`config.mk`:
```
export PLATFORM = sky130hd
export DESIGN_NAME = ilc_irq_wake
export DESIGN_NICKNAME = d
export VERILOG_FILES = /design/src/rtl/ilc_pkg.sv /design/src/rtl/ilc_irq_wake.sv
export SDC_FILE = /design/constraint.sdc
export NUM_CORES = 1
export LEC_CHECK = 0
export BUFFER_PORTS_ARGS = -buffer_cell sky130_fd_sc_hd__buf_2
export CAP_MARGIN = 10
export CORE_MARGIN = 4
export CORE_UTILIZATION = 50
export CTS_CLUSTER_DIAMETER = 60
export DETAILED_ROUTE_END_ITERATION = 10
export PLACE_DENSITY = 0.74
export SYNTH_ARGS = -nofsm -noshare
export SYNTH_HDL_FRONTEND = slang
export SYNTH_SLANG_ARGS = --single-unit
```
`constraint.sdc`:
```
create_clock -name core_clk -period 2.66 [get_ports core_clk]
set_input_delay 0.798 -clock core_clk [delete_from_list [all_inputs] [get_ports core_clk]]
set_output_delay 0.798 -clock core_clk [all_outputs]
set_load 0.02 [all_outputs]
```
`src/rtl/ilc_pkg.sv`:
```
// Shared constants and carrier types for the interrupt and wake logic
package ilc_pkg;
    // Register addresses on the local port
    localparam logic [2:0] ADDR_CTRL   = 3'h0;
    localparam logic [2:0] ADDR_OPTION = 3'h1;
    localparam logic [2:0] ADDR_REQ_A  = 3'h2;
    localparam logic [2:0] ADDR_REQ_B  = 3'h3;
    localparam logic [2:0] ADDR_EN_A   = 3'h4;
    localparam logic [2:0] ADDR_EN_B   = 3'h5;
    localparam logic [2:0] ADDR_STAT   = 3'h6;
    localparam logic [2:0] ADDR_TIMER  = 3'h7;
    // interrupt_control field positions
    localparam int GLOBAL_EN_BIT = 7;
    localparam int PGE_BIT       = 6;
    localparam int TOE_BIT       = 5;
    localparam int PIE_BIT       = 4;
    localparam int PCE_BIT       = 3;
    localparam int TOF_BIT       = 2;
    localparam int PIF_BIT       = 1;
    localparam int PCF_BIT       = 0;
    // Option and status field positions
    localparam int EDGE_BIT  = 6;
    localparam int TO_BIT    = 4;
    localparam int PWRDN_BIT = 3;
    // Reset values and timer maximum
    localparam logic [7:0] CTRL_RST   = 8'h00;
    localparam logic [7:0] OPTION_RST = 8'hFF;
    localparam logic [7:0] REQ_RST    = 8'h00;
    localparam logic [7:0] TIMER_RST  = 8'h00;
    localparam logic [7:0] TIMER_MAX  = 8'hFF;
    // Program counter targets
    localparam int          PC_W      = 13;
    localparam logic [12:0] VEC_IRQ   = 13'h0004;
    localparam logic [12:0] VEC_RESET = 13'h0000;
    // Device reset causes
    typedef enum logic [1:0] {CAUSE_POR, CAUSE_BOR, CAUSE_EXT_RST, CAUSE_DOG} ilc_cause_type;
    // Requests from the processor core
    typedef struct packed {
        logic          irq_return;
        logic          take;
        logic          sleep;
        logic          dog_timeout;
        logic          dev_reset;
        ilc_cause_type cause;
        logic [12:0]   ret_addr;
    } ilc_core_req_type;
    // Answers to the processor core
    typedef struct packed {
        logic        pc_load;
        logic [12:0] pc_val;
        logic        push;
        logic [12:0] push_val;
    } ilc_core_rsp_type;
endpackage : ilc_pkg

```
`src/rtl/ilc_irq_wake.sv`:
```
// Interrupt control, pin and port-change detection, sleep and wake logic
//
// Design decisions made here: the address-and-strobe port and the placing of the registers.
`timescale 1ns/1ps
module ilc_irq_wake
    import ilc_pkg::*;
(
    // Clock and reset
    input  wire logic             core_clk,
    input  wire logic             rst_b,
    // Register port
    input  wire logic [2:0]       reg_addr,
    input  wire logic [7:0]       reg_wdata,
    input  wire logic             reg_wr,
    input  wire logic             reg_rd,
    output logic      [7:0]       reg_rdata,
    // Processor core
    input  ilc_core_req_type      core_req,
    output ilc_core_rsp_type      core_rsp,
    output logic                  irq_req,
    output logic                  wake_pulse,
    output logic                  asleep,
    // Interrupt sources
    input  wire logic             external_irq_pin,
    input  wire logic [7:4]       port_b_pins,
    input  wire logic             timer_tick,
    input  wire logic [1:0][7:0]  periph_evt
);

    typedef enum {ST_RUN, ST_SLEEP} ilc_state_type;

    ilc_state_type   st_q;
    logic [7:0]      ctrl_q;
    logic [7:0]      ctrl_d;
    logic [7:0]      option_q;
    logic [1:0][7:0] req_q;
    logic [1:0][7:0] en_q;
    logic [7:0]      timer_q;
    logic            to_q;
    logic            pwrdn_q;
    logic [2:0]      pin_q;
    logic [2:0][3:0] port_q;
    logic [2:0]      warm_q;
    logic            pin_edge;
    logic            port_chg;
    logic            tmr_ovf;
    logic            core_pend;
    logic            per_pend;
    logic            any_pend;

    // Write strobe decode for one address
    function automatic logic wr_hit(input logic [2:0] a);
        return reg_wr && (reg_addr == a);
    endfunction : wr_hit

    // Two-stage synchronisers plus one history stage
    always_ff @(posedge core_clk) begin
        if (!rst_b) begin
            pin_q  <= 3'h0;
            port_q <= '0;
            warm_q <= 3'h0;
        end else begin
            pin_q  <= {pin_q[1:0], external_irq_pin};
            port_q <= {port_q[1:0], port_b_pins};
            warm_q <= {warm_q[1:0], 1'b1};            // History valid after three edges
        end
    end

    // Edge and change detection, held off until the history stage is filled
    assign pin_edge = warm_q[2] & (option_q[EDGE_BIT] ? (pin_q[1] & ~pin_q[2])
                                                      : (~pin_q[1] & pin_q[2]));
    assign port_chg = warm_q[2] & (port_q[1] != port_q[2]);
    assign tmr_ovf  = timer_tick && (timer_q == TIMER_MAX);

    // Pending terms and request to the core
    assign core_pend = (ctrl_q[TOE_BIT] & ctrl_q[TOF_BIT])
                     | (ctrl_q[PIE_BIT] & ctrl_q[PIF_BIT])
                     | (ctrl_q[PCE_BIT] & ctrl_q[PCF_BIT]);
    assign per_pend  = |(req_q[0] & en_q[0]) | |(req_q[1] & en_q[1]);
    assign any_pend  = core_pend | (ctrl_q[PGE_BIT] & per_pend);
    assign irq_req   = ctrl_q[GLOBAL_EN_BIT] & any_pend & (st_q == ST_RUN);
    assign asleep    = st_q == ST_SLEEP;

    // Next value of interrupt_control
    always_comb begin
        ctrl_d = ctrl_q;
        if (wr_hit(ADDR_CTRL)) begin
            ctrl_d = reg_wdata;
        end
        if (core_req.take) begin
            ctrl_d[GLOBAL_EN_BIT] = 1'b0;
        end else if (core_req.irq_return) begin
            ctrl_d[GLOBAL_EN_BIT] = 1'b1;
        end
        if (core_req.dev_reset) begin
            ctrl_d = {CTRL_RST[7:1], ctrl_q[PCF_BIT]};
        end
        // Hardware set wins over a clearing write
        ctrl_d[PIF_BIT] = ctrl_d[PIF_BIT] | pin_edge;
        ctrl_d[TOF_BIT] = ctrl_d[TOF_BIT] | tmr_ovf;
        ctrl_d[PCF_BIT] = ctrl_d[PCF_BIT] | port_chg;
    end

    // interrupt_control register
    always_ff @(posedge core_clk) begin
        if (!rst_b) begin
            ctrl_q <= CTRL_RST;
        end else begin
            ctrl_q <= ctrl_d;
        end
    end

    // Option register, edge select only is used here
    always_ff @(posedge core_clk) begin
        if (!rst_b || core_req.dev_reset) begin
            option_q <= OPTION_RST;
        end else if (wr_hit(ADDR_OPTION)) begin
            option_q <= reg_wdata;
        end
    end

    // Peripheral request and enable banks
    for (genvar b = 0; b < 2; b++) begin : g_bank
        always_ff @(posedge core_clk) begin
            if (!rst_b) begin
                req_q[b] <= REQ_RST;
                en_q[b]  <= REQ_RST;
            end else begin
                if (core_req.dev_reset) begin
                    req_q[b] <= periph_evt[b];
                    en_q[b]  <= REQ_RST;
                end else begin
                    req_q[b] <= (wr_hit(ADDR_REQ_A + 3'(b)) ? reg_wdata : req_q[b])
                              | periph_evt[b];
                    if (wr_hit(ADDR_EN_A + 3'(b))) begin
                        en_q[b] <= reg_wdata;
                    end
                end
            end
        end
    end

    // Eight-bit timer, wraps from FFh to 00h
    always_ff @(posedge core_clk) begin
        if (!rst_b) begin
            timer_q <= TIMER_RST;
        end else if (wr_hit(ADDR_TIMER)) begin
            timer_q <= reg_wdata;
        end else if (timer_tick) begin
            timer_q <= timer_q + 8'h01;
        end
    end

    // Sleep state and wake pulse
    always_ff @(posedge core_clk) begin
        if (!rst_b) begin
            st_q       <= ST_RUN;
            wake_pulse <= 1'b0;
        end else begin
            wake_pulse <= 1'b0;
            case (st_q)
                ST_RUN: begin
                    // A pending enabled source turns sleep into a no-op
                    if (core_req.sleep && !core_req.dev_reset && !any_pend) begin
                        st_q <= ST_SLEEP;
                    end
                end
                ST_SLEEP: begin
                    if (core_req.dev_reset) begin
                        st_q <= ST_RUN;
                    end else if (any_pend || core_req.dog_timeout) begin
                        st_q       <= ST_RUN;
                        wake_pulse <= 1'b1;
                    end
                end
                default: st_q <= ST_RUN;
            endcase
        end
    end

    // Timeout and power-down status bits
    always_ff @(posedge core_clk) begin
        if (!rst_b) begin
            to_q    <= 1'b1;
            pwrdn_q <= 1'b1;
        end else if (core_req.dev_reset) begin
            case (core_req.cause)
                CAUSE_POR, CAUSE_BOR: begin
                    to_q    <= 1'b1;
                    pwrdn_q <= 1'b1;
                end
                CAUSE_EXT_RST: begin
                    if (st_q == ST_SLEEP) begin
                        to_q    <= 1'b1;
                        pwrdn_q <= 1'b0;
                    end
                end
                CAUSE_DOG: begin
                    to_q    <= 1'b0;
                    pwrdn_q <= 1'b1;
                end
                default: begin
                    to_q    <= 1'b1;
                    pwrdn_q <= 1'b1;
                end
            endcase
        end else if (st_q == ST_SLEEP && core_req.dog_timeout && !any_pend) begin
            to_q    <= 1'b0;
            pwrdn_q <= 1'b0;
        end else if (st_q == ST_RUN && core_req.sleep && !any_pend) begin
            to_q    <= 1'b1;
            pwrdn_q <= 1'b0;
        end
    end

    // Program counter load and stack push towards the core
    always_ff @(posedge core_clk) begin
        if (!rst_b) begin
            core_rsp <= '0;
        end else begin
            core_rsp.pc_load  <= core_req.dev_reset || core_req.take;
            core_rsp.pc_val   <= core_req.dev_reset ? VEC_RESET : VEC_IRQ;
            core_rsp.push     <= core_req.take && !core_req.dev_reset;
            core_rsp.push_val <= core_req.ret_addr;
        end
    end

    // Read data, valid in the cycle after the strobe
    always_ff @(posedge core_clk) begin
        if (!rst_b) begin
            reg_rdata <= 8'h00;
        end else if (reg_rd) begin
            case (reg_addr)
                ADDR_CTRL:   reg_rdata <= ctrl_q;
                ADDR_OPTION: reg_rdata <= option_q;
                ADDR_REQ_A:  reg_rdata <= req_q[0];
                ADDR_REQ_B:  reg_rdata <= req_q[1];
                ADDR_EN_A:   reg_rdata <= en_q[0];
                ADDR_EN_B:   reg_rdata <= en_q[1];
                ADDR_STAT:   reg_rdata <= {3'h0, to_q, pwrdn_q, 3'h0};
                ADDR_TIMER:  reg_rdata <= timer_q;
                default:     reg_rdata <= 8'h00;
            endcase
        end else begin
            reg_rdata <= 8'h00;
        end
    end

    // Checks
    property p_flag_set;
        @(posedge core_clk) disable iff (!rst_b)
        periph_evt[0][3] |=> req_q[0][3];
    endproperty
    a_flag_set: assert property (p_flag_set) else $error("flag lost");

    property p_enable_gate;
        @(posedge core_clk) disable iff (!rst_b)
        core_req.take || core_req.dev_reset |=> !irq_req;
    endproperty
    a_enable_gate: assert property (p_enable_gate) else $error("request after entry");

    property p_reset_enable;
        @(posedge core_clk) disable iff (!rst_b)
        core_req.dev_reset |=> !ctrl_q[GLOBAL_EN_BIT] && core_rsp.pc_load
            && core_rsp.pc_val == VEC_RESET;
    endproperty
    a_reset_enable: assert property (p_reset_enable) else $error("reset left enable");

    property p_irq_return;
        @(posedge core_clk) disable iff (!rst_b)
        core_req.irq_return && !core_req.take && !core_req.dev_reset
            |=> ctrl_q[GLOBAL_EN_BIT];
    endproperty
    a_irq_return: assert property (p_irq_return) else $error("return did not enable");

    property p_take;
        @(posedge core_clk) disable iff (!rst_b)
        core_req.take && !core_req.dev_reset |=> !ctrl_q[GLOBAL_EN_BIT] && core_rsp.push
            && core_rsp.pc_load && core_rsp.pc_val == VEC_IRQ
            && core_rsp.push_val == $past(core_req.ret_addr);
    endproperty
    a_take: assert property (p_take) else $error("entry sequence wrong");

    property p_latency;
        @(posedge core_clk) disable iff (!rst_b)
        pin_edge && ctrl_q[PIE_BIT] && ctrl_q[GLOBAL_EN_BIT] && st_q == ST_RUN && !core_req.sleep
            && !core_req.take && !core_req.dev_reset && !wr_hit(ADDR_CTRL) |=> irq_req;
    endproperty
    a_latency: assert property (p_latency) else $error("pin request late");

    property p_edge;
        @(posedge core_clk) disable iff (!rst_b)
        warm_q[2] && pin_q[1] && !pin_q[2] && option_q[EDGE_BIT] |=> ctrl_q[PIF_BIT];
    endproperty
    a_edge: assert property (p_edge) else $error("rising edge missed");

    property p_timer;
        @(posedge core_clk) disable iff (!rst_b)
        timer_tick && timer_q == TIMER_MAX && !wr_hit(ADDR_TIMER)
            |=> timer_q == TIMER_RST && ctrl_q[TOF_BIT];
    endproperty
    a_timer: assert property (p_timer) else $error("timer wrap missed");

    property p_wake;
        @(posedge core_clk) disable iff (!rst_b)
        st_q == ST_SLEEP && any_pend && !core_req.dev_reset
            |=> wake_pulse && st_q == ST_RUN && to_q && !pwrdn_q;
    endproperty
    a_wake: assert property (p_wake) else $error("no wake on interrupt");

    property p_dog_wake;
        @(posedge core_clk) disable iff (!rst_b)
        st_q == ST_SLEEP && core_req.dog_timeout && !any_pend && !core_req.dev_reset
            |=> !to_q && !pwrdn_q && !core_rsp.pc_load;
    endproperty
    a_dog_wake: assert property (p_dog_wake) else $error("watchdog wake status");

endmodule : ilc_irq_wake

```
==> impl_metrics.yaml <==
status:
  status: "complete, but fails checks"
  violations: "setup timing"
placed_design:
  dpl_cell_area_um2: 4833
  gp_congestion: 0.9813
  dp.final_hpwl_mm: 8.395
  port-buffer-count: 83
clock_tree:
  cts_tree: "yes"
  cts_buffers: 9
  cts_sinks: 102
  clkTransAtPathRegs_ns: 0.12
  clk_path_buf_depth: 2
  hold_buffers: 0
  clock_latency_ns: 0.38
  htree_num_levels: 3
  cts-root-buf: "clkbuf_8"
timing:
  rsz0062_at_grt: "yes"
  fin_hold_ws_ns: 0.4465
  fin_crit_ns: 2.737
  finalHoldViolCount: 0
  slew_violations: 0
  final-setup-viol-count: 1
  fin_crit_sh_pct: 102.9
  max_freq_mhz: 365.4
  slew_headroom_pct: 53.79
  clock-skew-final_ns: 0.01941
  worst_slack_ns: -0.07674
  worst_slew_pin_slew_ns: 0.6907
final_layout:
  final_area_um2: 5206
  syn_to_final_growth_pct: 19.78
  drive_gt1_share_pct: 25.54
  fin_util_pct: 62.42
  nFillCells: 719
  num-nets-final: 652
  diodes: 0
  seq_area_um2: 2051
  multi_input_area_um2: 2141
synthesis:
  syn_area_um2: 4347
  yosysTopAreaCell: "dfxtp_1"
  yosysMostFrequentCell: "dfxtp_1"
  async_flop_share_pct: 0
  synth_ff_type: "dfxtp_1"
  synth_top_area_share_pct: 46.98
  synthTopCellsByArea: "dfxtp_1 47%, nand2_1 8.3%, and2_1 4.7%, a21oi_1 4.7%, nor2_1 2.8%"
  synth_edf_count: 0
  ys_types: 47
  synth.avg_cell_area_um2: 8.676
  ys_seq_area_share_pct: 46.98
  ys_ff_latch: 102
  synthCells: 501
  ys_warn_count: 0
  synth_common_cells: "102 x dfxtp_1, 96 x nand2_1, 41 x a21oi_1"
worst_setup_path:
  critPathSlowestCell: "dfxtp_2"
  worst_ep_arrival_time_ns: 1.94
  cp-end-kind: "primary output"
  critical_path.max_stage_delay_ns: 0.35
  crit_chain: "a22oi_2 -> nand2_2 -> nor4_2 -> buf_4 -> o21ai_4 -> and3b_1 -> buf_6"
  path_delay_family: "simple AND/OR/NAND/NOR gates"
  path_class: "register to primary output"
  cp.required_ns: 1.86
  startpoint_type: "register"
  cp_max_fo: 3
  crit_buf_inv: 2
power_and_ir_drop:
  vdd_drop_max_mv: 0.3199
  leakage_nw: 2.257
  power_density_nw_per_um2: 580.5
grt:
  grt_pass1_vias: 3735
  grt_first_pass_wirelength_mm: 19.27
  grt_usage_pct: 24.55
  antenna_found_initial: 1
  grt_remaining_overflow: 0
  grt_max_degree: 24
floorplanning:
  start_util_pct: 52.12
  ios: 96
  core_area_um2: 8341
  die-height_um: 101.2
  rows: 33
  die-area_um2: 10250
  die_w_um: 101.2
job:
  max_cap_viol_count: 0
routing:
  drc: 0
  dr.pass1.iters: 5
  wl_mm: 12.25
  routed_via_density: 5.648
  dr_total_vias: 3976
  drt-initial-drc-count: 341
  routedWlPerCell_um: 17.41
  antenna_left: 0
worst_hold_path:
  hold_path_class: "register to register"
final cells by class:
class,count,area share (%)
clock inverters,7,1.802
flip-flops and latches,102,39.39
repair buffers,110,11.99
well taps,105,2.523
inverters,11,0.7931
multi-input cells,360,41.12
clock buffers,9,2.379
state kept, by name (all words and copies together) (netlist names):
signal / count
core_rsp: 16
ctrl_q: 8
en_q: 16
option_q: 8
pin_q: 3
port_q: 12
pwrdn_q: 1
reg_rdata: 8
req_q: 16
st_q: 1
timer_q: 8
to_q: 1
wake_pulse: 1
warm_q: 3
per-stage QoR:
stage               std cells     TNS, ns  worst slack, ns  power (W)
floorplan                 512           0           0.5699   0.001885
global placement          675           0           0.2726   0.002011
detailed placement        675           0           0.2499   0.002018
CTS                       704  -0.0001247       -0.0001247   0.003033
global route              704     -0.1456          -0.1005   0.003144
finish                    704    -0.07674         -0.07674   0.003022
repair_timing:
item	4_1_cts	5_1_grt
endpoints found under the setup margin	1	2
pin swaps	6	4
buffers inserted	13	0
resized for setup	14	5
power by group:
group	switching, W	internal, W
Sequential	0.0000430	0.00159
Clock	0.000631	0.000390
Combinational	0.000220	0.000148
Total	0.000894	0.00213
layer usage:
| layer | wire (µm) | track usage, % | up-vias |
|---|---|---|---|
| li1 | - | - | 1873 |
| met1 | 4930 | 30.84 | 1834 |
| met2 | 5836 | 40.54 | 230 |
| met3 | 1097 | 6.061 | 37 |
| met4 | 382 | 9.714 | 2 |
| met5 | 7 | 0 | - |
layout by cell type, fill, tap and decap left out, drive strengths merged, types with 2 or more instances in the layout:
cell / count
clkbuf: 9
and2: 33
nand3: 13
nand4: 5
nor3: 3
a221oi: 6
or3: 2
mux2: 3
conb: 12
nand2: 96
inv: 15
nor2b: 5
o21ai: 15
a21oi: 41
xnor2: 3
a211oi: 9
a22oi: 9
clkinv: 3
and3b: 3
mux2i: 12
buf: 110
nand2b: 10
nor2: 33
mux4: 5
xor2: 8
o21a: 16
dfxtp: 102
worst register-to-register path: stages (launching register included):
cell and delay (ns):
dfxtp_2 0.35, a22oi_2 0.22, nand2_2 0.09, buf_4 0.14, buf_4 0.12, buf_4 0.12
buf_4 0.12, buf_4 0.12, buf_4 0.13, buf_4 0.12, buf_4 0.12, buf_4 0.12
or4_4 0.43, o31ai_2 0.18, o2111ai_1 0.12
logic make-up after synthesis:
group | share of synthesized area, %
fa+ha+maj | 0.2878
flops | 46.98
mux | 6.131
simple gates | 22.40
other cells | 0.08627
compound gates | 16.21
xor+xnor | 2.217
buf+inv | 5.699
worst paths after layout:
path	from	to	slack (ns)	cells after the start
max reg2reg	en_q[14]$_SDFFE_PP0P_	to_q$_SDFFE_PN1P_	0.02	14
min reg2reg	port_q[2]$_SDFF_PN0_	port_q[6]$_SDFF_PN0_	0.45	1
max	en_q[14]$_SDFFE_PP0P_	irq_req	-0.08	7
min	port_q[2]$_SDFF_PN0_	port_q[6]$_SDFF_PN0_	0.45	1
No activity file was read; power rests on OpenSTA's default activity.
